<file path="src/logic/spi_cmd_pkg.sv">
// command codes, status layout and decode helpers of the serial command port
// assumes every user imports the whole package
package spi_cmd_pkg;

	// ----------------------------------------------------------------
	// framing
	// ----------------------------------------------------------------
	localparam int         BYTE_W     = 8;
	localparam int         FIFO_DEPTH = 4;
	localparam int         SYNC_W     = 3;
	localparam logic [2:0] BIT_LAST   = 3'h7;
	localparam logic [2:0] BIT_FIRST  = 3'h0;
	localparam logic [1:0] IDX_CMD    = 2'h0;
	localparam logic [1:0] IDX_PARAM  = 2'h1;
	localparam logic [1:0] IDX_DATA   = 2'h2;
	localparam logic [1:0] IDX_MAX    = 2'h3;

	// ----------------------------------------------------------------
	// command codes
	// ----------------------------------------------------------------
	localparam logic [7:0] NO_OPERATION_CMD     = 8'hff;
	localparam logic [7:0] BUFFER_WRITE_CMD     = 8'h10;
	localparam logic [7:0] BUFFER_READ_CMD      = 8'h30;
	localparam logic [7:0] SEQ_MEM_WRITE_CMD    = 8'h18;
	localparam logic [7:0] SEQ_MEM_READ_CMD     = 8'h38;
	localparam logic [7:0] RAND_MEM_WRITE_CMD   = 8'h08;
	localparam logic [7:0] RAND_MEM_READ_CMD    = 8'h28;
	localparam logic [7:0] CODE_RAM_WRITE_CMD   = 8'h1e;
	localparam logic [7:0] GO_SLEEP_CMD         = 8'hb1;
	localparam logic [7:0] GO_IDLE_CMD          = 8'hb2;
	localparam logic [7:0] GO_PHY_STANDBY_CMD   = 8'hb3;
	localparam logic [7:0] GO_RECEIVE_CMD       = 8'hb4;
	localparam logic [7:0] GO_TRANSMIT_CMD      = 8'hb5;
	localparam logic [7:0] GO_MEASURE_CMD       = 8'hb6;
	localparam logic [7:0] CHANNEL_ASSESS_CMD   = 8'hb7;
	localparam logic [7:0] FIRMWARE_RESTART_CMD = 8'hc7;
	localparam logic [7:0] CHIP_RESET_CMD       = 8'hc8;
	// low three bits carry address bits 10:8
	localparam logic [7:0] ADDR_HI_MASK         = 8'hf8;

	// ----------------------------------------------------------------
	// status word layout
	// ----------------------------------------------------------------
	localparam int         ST_MEM_RDY  = 7;
	localparam int         ST_IRQ      = 6;
	localparam int         ST_RC_AVAIL = 5;
	localparam int         ST_CCA      = 4;
	localparam logic [3:0] STATE_RESET = 4'h0;
	localparam logic [7:0] TX_RESET    = 8'h00;

	typedef enum logic [1:0] {fr_idle, fr_cmd, fr_param} frame_e;

	function automatic logic is_radio_cmd(input logic [7:0] c);
		return (c >= GO_SLEEP_CMD && c <= CHANNEL_ASSESS_CMD) ||
			c == FIRMWARE_RESTART_CMD || c == CHIP_RESET_CMD;
	endfunction

	function automatic logic is_read_cmd(input logic [7:0] c);
		return c == BUFFER_READ_CMD ||
			(c & ADDR_HI_MASK) == SEQ_MEM_READ_CMD ||
			(c & ADDR_HI_MASK) == RAND_MEM_READ_CMD;
	endfunction

	function automatic logic is_mem_cmd(input logic [7:0] c);
		return is_read_cmd(c) || c == BUFFER_WRITE_CMD ||
			(c & ADDR_HI_MASK) == SEQ_MEM_WRITE_CMD ||
			(c & ADDR_HI_MASK) == RAND_MEM_WRITE_CMD ||
			c == CODE_RAM_WRITE_CMD;
	endfunction

endpackage

</file>
<file path="src/logic/pin_sync.sv">
// two flip-flop synchroniser for a bundle of pin inputs
// assumes each bit is an independent level from outside the clock domain
`timescale 1ns/1ps
module pin_sync #(
	parameter int W = 1
) (
	input  logic         clock_in,
	input  logic         sys_rst_in,
	input  logic [W-1:0] pins_in,
	output logic [W-1:0] sync_out
);
	logic [W-1:0] meta_r;
	logic [W-1:0] sync_r;

	// first stage feeds only the second stage
	always_ff @(posedge clock_in or posedge sys_rst_in) begin
		if (sys_rst_in) begin
			meta_r <= '0;
			sync_r <= '0;
		end else begin
			meta_r <= pins_in;
			sync_r <= meta_r;
		end
	end

	assign sync_out = sync_r;
endmodule

</file>
<file path="src/logic/sync_fifo.sv">
// small flip-flop fifo with valid/ready on both sides
// assumes one clock for both sides; depth is a power of two
`timescale 1ns/1ps
module sync_fifo #(
	parameter int WIDTH = 8,
	parameter int DEPTH = 4
) (
	input  logic             clock_in,
	input  logic             sys_rst_in,
	input  logic             in_valid_in,
	output logic             in_ready_out,
	input  logic [WIDTH-1:0] in_data_in,
	output logic             out_valid_out,
	input  logic             out_ready_in,
	output logic [WIDTH-1:0] out_data_out
);
	localparam int PW = $clog2(DEPTH);

	logic [WIDTH-1:0] store_r [DEPTH];
	logic [PW-1:0]    wr_ptr_r, wr_ptr_nxt;
	logic [PW-1:0]    rd_ptr_r, rd_ptr_nxt;
	logic [PW:0]      count_r, count_nxt;
	logic             push;
	logic             pop;

	assign in_ready_out  = count_r != (PW+1)'(DEPTH);
	assign out_valid_out = count_r != '0;
	assign out_data_out  = store_r[rd_ptr_r];
	assign push          = in_valid_in && in_ready_out;
	assign pop           = out_valid_out && out_ready_in;

	always_comb begin
		wr_ptr_nxt = push ? wr_ptr_r + PW'(1) : wr_ptr_r;
		rd_ptr_nxt = pop ? rd_ptr_r + PW'(1) : rd_ptr_r;
		count_nxt  = count_r + (PW+1)'(push) - (PW+1)'(pop);
	end

	always_ff @(posedge clock_in or posedge sys_rst_in) begin
		if (sys_rst_in) begin
			wr_ptr_r <= '0;
			rd_ptr_r <= '0;
			count_r  <= '0;
		end else begin
			wr_ptr_r <= wr_ptr_nxt;
			rd_ptr_r <= rd_ptr_nxt;
			count_r  <= count_nxt;
		end
	end

	// data entries need no reset; valid gates them
	for (genvar i = 0; i < DEPTH; i++) begin : g_entry
		always_ff @(posedge clock_in) begin
			if (push && wr_ptr_r == PW'(i)) begin
				store_r[i] <= in_data_in;
			end
		end
	end
endmodule

</file>
<file path="src/logic/radio_spi_command_port.sv">
// serial slave command port of a radio transceiver
// assumes the serial pins come straight from the host; status and memory
// signals come from device logic on clock_in
//
// What this block does
// - drive miso only while chip select low
// - eight-bit words, most significant bit first
// - sample rising sclk, shift out falling
// - status msb on miso at select fall
// - status word returned for every byte except read data bytes of read commands
// - radio commands to radio, memory commands apart
// - radio at select rise, memory at param msb
// - state field shows completed transitions only
// - radio state command codes b1 to b7
// - chip reset c8, firmware restart c7
// - buffer write 10, buffer read 30
// - sequential write 18, read 38 plus address
// - random write 08, read 28 plus address
// - code ram write command is 1e
// - status bit 7 memory port ready
// - status bit 6 either interrupt line high
// - status bit 5 radio controller available
// - status bit 4 channel assessment result
// - status bits 3:0 radio state code
`timescale 1ns/1ps
module radio_spi_command_port
	import spi_cmd_pkg::*;
(
	input  logic       clock_in,
	input  logic       sys_rst_in,
	input  logic       chip_sel_n_in,
	input  logic       sclk_in,
	input  logic       mosi_in,
	output logic       miso_out,
	output logic       miso_oe_out,
	input  logic       mem_ready_in,
	input  logic       int_line_one_in,
	input  logic       int_line_two_in,
	input  logic       radio_ctrl_avail_in,
	input  logic       cca_result_in,
	input  logic [3:0] radio_state_in,
	output logic       rc_cmd_valid_out,
	output logic [7:0] rc_cmd_out,
	output logic       chip_reset_out,
	output logic       mem_cmd_valid_out,
	output logic [7:0] mem_cmd_out,
	output logic       mem_data_valid_out,
	input  logic       mem_data_ready_in,
	output logic [7:0] mem_data_out,
	input  logic [7:0] rd_data_in,
	output logic       rd_take_out
);
	// ----------------------------------------------------------------
	// pin sampling and edges
	// ----------------------------------------------------------------
	logic [SYNC_W-1:0] pins_s;
	logic              cs_s, sclk_s, mosi_s;
	logic              cs_d_r, sclk_d_r;
	logic              cs_fall, cs_rise, sclk_rise, sclk_fall;

	pin_sync #(.W(SYNC_W)) u_sync (
		.clock_in   (clock_in),
		.sys_rst_in (sys_rst_in),
		.pins_in    ({chip_sel_n_in, sclk_in, mosi_in}),
		.sync_out   (pins_s)
	);

	assign {cs_s, sclk_s, mosi_s} = pins_s;

	always_ff @(posedge clock_in or posedge sys_rst_in) begin
		if (sys_rst_in) begin
			// match the synchroniser's reset level, else a false fall
			// follows reset and miso is driven with select high
			cs_d_r   <= 1'b0;
			sclk_d_r <= 1'b0;
		end else begin
			cs_d_r   <= cs_s;
			sclk_d_r <= sclk_s;
		end
	end

	assign cs_fall   = !cs_s && cs_d_r;
	assign cs_rise   = cs_s && !cs_d_r;
	assign sclk_rise = !cs_s && sclk_s && !sclk_d_r;
	assign sclk_fall = !cs_s && !sclk_s && sclk_d_r;

	// ----------------------------------------------------------------
	// status word and data fifo
	// ----------------------------------------------------------------
	logic [3:0] shown_state_r, shown_state_nxt;
	logic [7:0] status_w;
	logic       fifo_in_ready;
	logic       push_valid_r, push_valid_nxt;
	logic [7:0] push_data_r, push_data_nxt;

	// memory port counts as busy while the byte fifo is full
	assign status_w[ST_MEM_RDY]  = mem_ready_in && fifo_in_ready;
	assign status_w[ST_IRQ]      = int_line_one_in || int_line_two_in;
	assign status_w[ST_RC_AVAIL] = radio_ctrl_avail_in;
	assign status_w[ST_CCA]      = cca_result_in;
	assign status_w[3:0]         = shown_state_r;

	sync_fifo #(.WIDTH(BYTE_W), .DEPTH(FIFO_DEPTH)) u_fifo (
		.clock_in      (clock_in),
		.sys_rst_in    (sys_rst_in),
		.in_valid_in   (push_valid_r),
		.in_ready_out  (fifo_in_ready),
		.in_data_in    (push_data_r),
		.out_valid_out (mem_data_valid_out),
		.out_ready_in  (mem_data_ready_in),
		.out_data_out  (mem_data_out)
	);

	// ----------------------------------------------------------------
	// frame decoder
	// ----------------------------------------------------------------
	frame_e     frame_r, frame_nxt;
	logic [2:0] bit_cnt_r, bit_cnt_nxt;
	logic [1:0] byte_idx_r, byte_idx_nxt;
	logic [7:0] rx_sh_r, rx_sh_nxt;
	logic [7:0] tx_sh_r, tx_sh_nxt;
	logic [7:0] cmd_r, cmd_nxt;
	logic       byte_done_r, byte_done_nxt;
	logic       rc_valid_r, rc_valid_nxt;
	logic [7:0] rc_cmd_r, rc_cmd_nxt;
	logic       chip_rst_r, chip_rst_nxt;
	logic       mem_valid_r, mem_valid_nxt;
	logic [7:0] mem_cmd_r, mem_cmd_nxt;
	logic       rd_take_r, rd_take_nxt;
	logic [7:0] rx_byte;
	logic [1:0] rd_first;
	logic       rd_sel;

	assign rx_byte = {rx_sh_r[6:0], mosi_s};
	// packet read data follows the command; others follow the address
	assign rd_first = cmd_r == BUFFER_READ_CMD ? IDX_PARAM : IDX_DATA;
	assign rd_sel   = frame_r == fr_param && is_read_cmd(cmd_r) &&
		byte_idx_r >= rd_first;

	always_comb begin
		frame_nxt       = frame_r;
		bit_cnt_nxt     = bit_cnt_r;
		byte_idx_nxt    = byte_idx_r;
		rx_sh_nxt       = rx_sh_r;
		tx_sh_nxt       = tx_sh_r;
		cmd_nxt         = cmd_r;
		byte_done_nxt   = byte_done_r;
		rc_valid_nxt    = 1'b0;
		rc_cmd_nxt      = rc_cmd_r;
		chip_rst_nxt    = 1'b0;
		mem_valid_nxt   = 1'b0;
		mem_cmd_nxt     = mem_cmd_r;
		rd_take_nxt     = 1'b0;
		push_valid_nxt  = 1'b0;
		push_data_nxt   = push_data_r;
		// hold the old code until the controller reports completion
		shown_state_nxt = radio_ctrl_avail_in ? radio_state_in
			: shown_state_r;
		if (cs_rise) begin
			// only a single whole byte counts as a command
			if (frame_r == fr_cmd && byte_idx_r == IDX_PARAM &&
				bit_cnt_r == BIT_FIRST && is_radio_cmd(cmd_r)) begin
				rc_valid_nxt = 1'b1;
				rc_cmd_nxt   = cmd_r;
				chip_rst_nxt = cmd_r == CHIP_RESET_CMD;
			end
			frame_nxt     = fr_idle;
			bit_cnt_nxt   = BIT_FIRST;
			byte_idx_nxt  = IDX_CMD;
			byte_done_nxt = 1'b0;
		end else if (cs_fall) begin
			frame_nxt = fr_cmd;
			tx_sh_nxt = status_w;
		end else if (frame_r != fr_idle) begin
			if (sclk_rise) begin
				rx_sh_nxt   = rx_byte;
				bit_cnt_nxt = bit_cnt_r + 3'h1;
				if (frame_r == fr_param && bit_cnt_r == BIT_FIRST &&
					byte_idx_r == IDX_PARAM) begin
					mem_valid_nxt = 1'b1;
					mem_cmd_nxt   = cmd_r;
				end
				if (bit_cnt_r == BIT_LAST) begin
					byte_done_nxt = 1'b1;
					if (byte_idx_r != IDX_MAX) begin
						byte_idx_nxt = byte_idx_r + 2'h1;
					end
					if (byte_idx_r == IDX_CMD) begin
						cmd_nxt = rx_byte;
						if (is_mem_cmd(rx_byte)) begin
							frame_nxt = fr_param;
						end
					end else if (frame_r == fr_param &&
						fifo_in_ready) begin
						push_valid_nxt = 1'b1;
						push_data_nxt  = rx_byte;
					end
				end
			end
			if (sclk_fall) begin
				if (byte_done_r) begin
					byte_done_nxt = 1'b0;
					if (rd_sel) begin
						tx_sh_nxt   = rd_data_in;
						rd_take_nxt = 1'b1;
					end else begin
						tx_sh_nxt = status_w;
					end
				end else begin
					tx_sh_nxt = {tx_sh_r[6:0], 1'b0};
				end
			end
		end
	end

	always_ff @(posedge clock_in or posedge sys_rst_in) begin
		if (sys_rst_in) begin
			frame_r       <= fr_idle;
			bit_cnt_r     <= BIT_FIRST;
			byte_idx_r    <= IDX_CMD;
			rx_sh_r       <= TX_RESET;
			tx_sh_r       <= TX_RESET;
			cmd_r         <= NO_OPERATION_CMD;
			byte_done_r   <= 1'b0;
			rc_valid_r    <= 1'b0;
			rc_cmd_r      <= NO_OPERATION_CMD;
			chip_rst_r    <= 1'b0;
			mem_valid_r   <= 1'b0;
			mem_cmd_r     <= NO_OPERATION_CMD;
			rd_take_r     <= 1'b0;
			push_valid_r  <= 1'b0;
			push_data_r   <= TX_RESET;
			shown_state_r <= STATE_RESET;
		end else begin
			frame_r       <= frame_nxt;
			bit_cnt_r     <= bit_cnt_nxt;
			byte_idx_r    <= byte_idx_nxt;
			rx_sh_r       <= rx_sh_nxt;
			tx_sh_r       <= tx_sh_nxt;
			cmd_r         <= cmd_nxt;
			byte_done_r   <= byte_done_nxt;
			rc_valid_r    <= rc_valid_nxt;
			rc_cmd_r      <= rc_cmd_nxt;
			chip_rst_r    <= chip_rst_nxt;
			mem_valid_r   <= mem_valid_nxt;
			mem_cmd_r     <= mem_cmd_nxt;
			rd_take_r     <= rd_take_nxt;
			push_valid_r  <= push_valid_nxt;
			push_data_r   <= push_data_nxt;
			shown_state_r <= shown_state_nxt;
		end
	end

	assign miso_out          = tx_sh_r[7];
	assign miso_oe_out       = frame_r != fr_idle;
	assign rc_cmd_valid_out  = rc_valid_r;
	assign rc_cmd_out        = rc_cmd_r;
	assign chip_reset_out    = chip_rst_r;
	assign mem_cmd_valid_out = mem_valid_r;
	assign mem_cmd_out       = mem_cmd_r;
	assign rd_take_out       = rd_take_r;
endmodule

</file>
<file path="config.mk">
export PLATFORM = sky130hd
export DESIGN_NAME = radio_spi_command_port
export DESIGN_NICKNAME = d
export VERILOG_FILES = /design/src/logic/spi_cmd_pkg.sv /design/src/logic/pin_sync.sv /design/src/logic/sync_fifo.sv /design/src/logic/radio_spi_command_port.sv
export SDC_FILE = /design/constraint.sdc
export NUM_CORES = 1
export LEC_CHECK = 0
export ABC_AREA = 1
export BUFFER_PORTS_ARGS = -buffer_cell sky130_fd_sc_hd__buf_2
export CORE_MARGIN = 2
export CORE_UTILIZATION = 58
export CTS_CLUSTER_DIAMETER = 40
export DETAILED_ROUTE_END_ITERATION = 12
export GPL_TIMING_DRIVEN = 0
export PLACE_DENSITY = 0.89
export SYNTH_ARGS = -nofsm -noshare
export SYNTH_HDL_FRONTEND = slang
export SYNTH_HIERARCHICAL = 1
export SYNTH_SLANG_ARGS = --single-unit
</file>
<file path="constraint.sdc">
create_clock -name clock_in -period 2.58 [get_ports clock_in]
set_input_delay 0.387 -clock clock_in [delete_from_list [all_inputs] [get_ports clock_in]]
set_output_delay 0.387 -clock clock_in [all_outputs]
set_load 0.03 [all_outputs]
</file>
==> summary.txt <==
Run status
  – Status: complete, no violations

Global route
  – Gr usage total: 0.226
  – Largest net degree at the start of global routing: about 40
  – Vias in the first global route: approximately 3900
  – First-pass GRT wire length: approximately 17 mm
  – Global route total overflow: 0
  – Initial antenna violation count: 0

Worst setup path
  – Slowest cell on the critical path: dfrtp_1
  – Top Family by Delay on Critical Path: buffers and inverters
  – Setup CP Type: register to register
  – R2r startpoint: u_sync/sync_out[2]
  – CP max stage delay: ~440 ps
  – Crit. End Element: register
  – Cell Chain, Critical Path: inv_1 -> ha_1 -> clkinv_1 -> a21oi_1 -> nand2_1 -> inv_1 -> nor2_1 -> a21oi_1
  – Crit path launch type: register
  – Worst R2R End: tx_sh_r[3]
  – Crit-path max FO: 10
  – CP required: 2870 ps
  – Crit. Startpoint: u_sync/sync_out[2]
  – Buffer and inverter count on the worst path: 3
  – Arrival @ worst endpoint: ~2400 ps
  – Worst reg2reg path depth: 8
  – R2R Setup Slk: approximately 530 ps

Clocking
  – Worst-path clk slew: about 100 ps
  – Clock tree buffer depth: 2
  – Htree depth: 3
  – Clock Sinks: 111
  – Root Buffer Master: clkbuf_8
  – CTS buffer count: 9
  – Clk_lat worst skew: about 370 ps
  – Post-CTS Resized: 0
  – CTS tree: done

Floorplan
  – Cell Rows: 34
  – Core ar.: about 0.0086 mm2
  – Die area: between 0.009 and 0.01 mm2
  – Die Span X: 97.7 um
  – Die Ht: 97.7 um
  – Initial Utilization: 0.592
  – IO Count: 54

Drt
  – DR DRC count: 0
  – Post-route antenna net violation count: 0
  – DR vias: 3786
  – DRT Pass-1 Iters: 5
  – Via/cell ratio: 5.21
  – WL/cell: between 10 and 15 um
  – Routed WL: between 9 and 10 mm
  – Detailed Route Iter0 Violations: around 240

STA
  – Normalized max-slew margin: 0.421
  – RSZ-0062 raised after global routing: false
  – Final Hold Viols: 0
  – Maximum clock rate: about 490 MHz
  – Worst Skew: approximately 9.2 ps
  – Final setup fails: 0
  – Min Tclk post-route: between 2000 and 2500 ps
  – Slew @ Worst Pin: approximately 870 ps
  – Pins Over Slew Limit: 0
  – Fin crit share: 0.796

Synthesis
  – Post-Syn Instances: 549
  – Seq cells post-synth: 111
  – Post-Syn Area: ~0.0051 mm2
  – Synthesized area per cell: ~9.3 um2
  – Biggest area consumer among synthesized cells: dfrtp_1
  – Synth top area cells: dfrtp_1 (27%), edfxtp_1 (19%), dfstp_2 (12%)
  – Synth Net Count: between 500 and 600
  – Yosys top cell area share: 0.270
  – Synth Warn #: 6
  – Async SR Flop Fraction: 0.712
  – Ys flop type: dfrtp_1
  – Unique masters post-synth: 34
  – Sequential fraction of the synthesis area: 0.583
  – Number of synthesized flops with an enable pin: 32

Power and ir drop
  – Pint: roughly 2.7 mW
  – Switching power: around 1.5 mW
  – Seq pwr share: 0.484
  – PD cells: about 750 mW/mm2
  – Total power draw: 4.28 mW
  – Logic gate share of total power: 0.301
  – Worst VDD drop: 0.369 mV
  – Sw Share: 0.362
  – P_leak: between 2 and 3 nW
  – Clock Power Share: 0.214

Placed design
  – Gp weighted congestion: 0.831
  – Detailed placement HPWL: about 7.2 mm
  – DP Area: 0.00550 mm2
  – Port Buf Inserts: 52

Final layout
  – Fill cell count: 689
  – Antenna Cells: 0
  – Share of post-route cells with drive strength above 1: 0.204
  – Most frequent cells in the layout: nand2_1 (134), inv_1 (78), buf_2 (55), dfrtp_1 (55), nor2_1 (48)
  – P&R area growth vs syn: 11.6%
  – Post-route cell area: 0.00568 mm2
  – Commonest non-fill, non-tap cell in the layout: nand2_1
  – NumNets Final: 652

Min path
  – HP Class: primary input to register
  – Hold Crit Start: mosi_in
  – Hold path endpoint: u_sync/meta_r[0]
  – Hold Path Cell Cnt: 1

Run
  – Max_cap viols: 0
worst max path at each step:
stage | end | slack, ps | cells after the start
4_1_cts | u_fifo/count_r[2] | 550 | 11
5_1_grt | tx_sh_r[4] | 280 | 8
3_5_place_dp | u_fifo/count_r[2] | 580 | 11
6_report | tx_sh_r[3] | 530 | 8
2_1_floorplan | bit_cnt_r[0] | 580 | 1
3_3_place_gp | rc_cmd_valid_out | -190 | 2
power groups by stage:
stage | Clock (mW) | Combinational, mW | Sequential, mW
detailed placement | 0 | 1.30 | 2.11
global placement | 0 | 1.23 | 2.09
CTS | 0.928 | 1.30 | 2.07
floorplan | 0 | 0.972 | 2.09
finish | 0.918 | 1.29 | 2.07
global route | 1.00 | 1.47 | 2.09
synthesized netlist by cell type, drive strengths merged (4+ instances only):
library cell	number
nand3	47
dfstp	24
ha	14
nor2	55
edfxtp	32
buf	9
nand2	139
o21ai	65
inv	81
a21oi	10
dfrtp	55
nor3	4
layout make-up:
| type | count | area (um2) | share of cell area |
|---|---|---|---|
| sequential | 111 | 2970 | 0.523 |
| multi-input combinational | 344 | 1720 | 0.303 |
| inverter | 83 | 312 | 0.0549 |
| timing repair buffer | 54 | 290 | 0.0511 |
| tap | 108 | 135 | 0.0238 |
| clock buffer | 10 | 128 | 0.0225 |
| buffer | 11 | 90.1 | 0.0159 |
| clock inverter | 6 | 35.0 | 0.00617 |
per-stage QoR:
stage | hold slack [ps] | instances | util | TNS (ps) | setup WS [ps]
2_1_floorplan | 178 | 549 | - | 0 | 578
4_1_cts | 112 | 727 | 0.661 | 0 | 553
5_1_grt | 103 | 727 | 0.661 | 0 | 278
3_3_place_gp | 317 | 709 | 0.638 | -7830 | -191
6_report | 120 | 727 | 0.661 | 0 | 527
3_5_place_dp | 330 | 710 | 0.641 | 0 | 578
registers in the layout, summed over array words and instances, names as in the netlist, 3 cells and up:
register,count
u_fifo/store_r,32
cmd_r,8
mem_cmd_out,8
push_data_r,8
rc_cmd_out,8
tx_sh_r,8
rx_sh_r,7
shown_state_r,4
bit_cnt_r,3
u_fifo/count_r,3
u_sync/meta_r,3
u_sync/sync_out,3
cells by family after synthesis:
logic type      count (synthesis)  share of synthesized area
simple gates                  253                      0.219
buf+inv                        94                     0.0789
fa+ha+maj                      15                     0.0384
compound gates                 76                     0.0809
flops                         111                      0.583
worst register-to-register path, cell delays in order, from the launching register on:
cell and delay (ps):
dfrtp_1 440, inv_1 80, ha_1 230, clkinv_1 270, a21oi_1 220, nand2_1 230, inv_1 290, nor2_1 70
a21oi_1 150
layer usage:
layer / vias up / routed length [um] / global-route usage
li1: 1885 / - / -
met1: 1793 / 4130 / 0.277
met2: 90 / 5110 / 0.398
met3: 18 / 365 / 0.0345
met4: 0 / 221 / 0.0962
met5: - / 0 / 0
timing repair:
item	4_1_cts	5_1_grt
setup buffers	0	0
hold buffers	1	0
hold endpoints to repair	13	0
(Power assumes the default switching activity.)
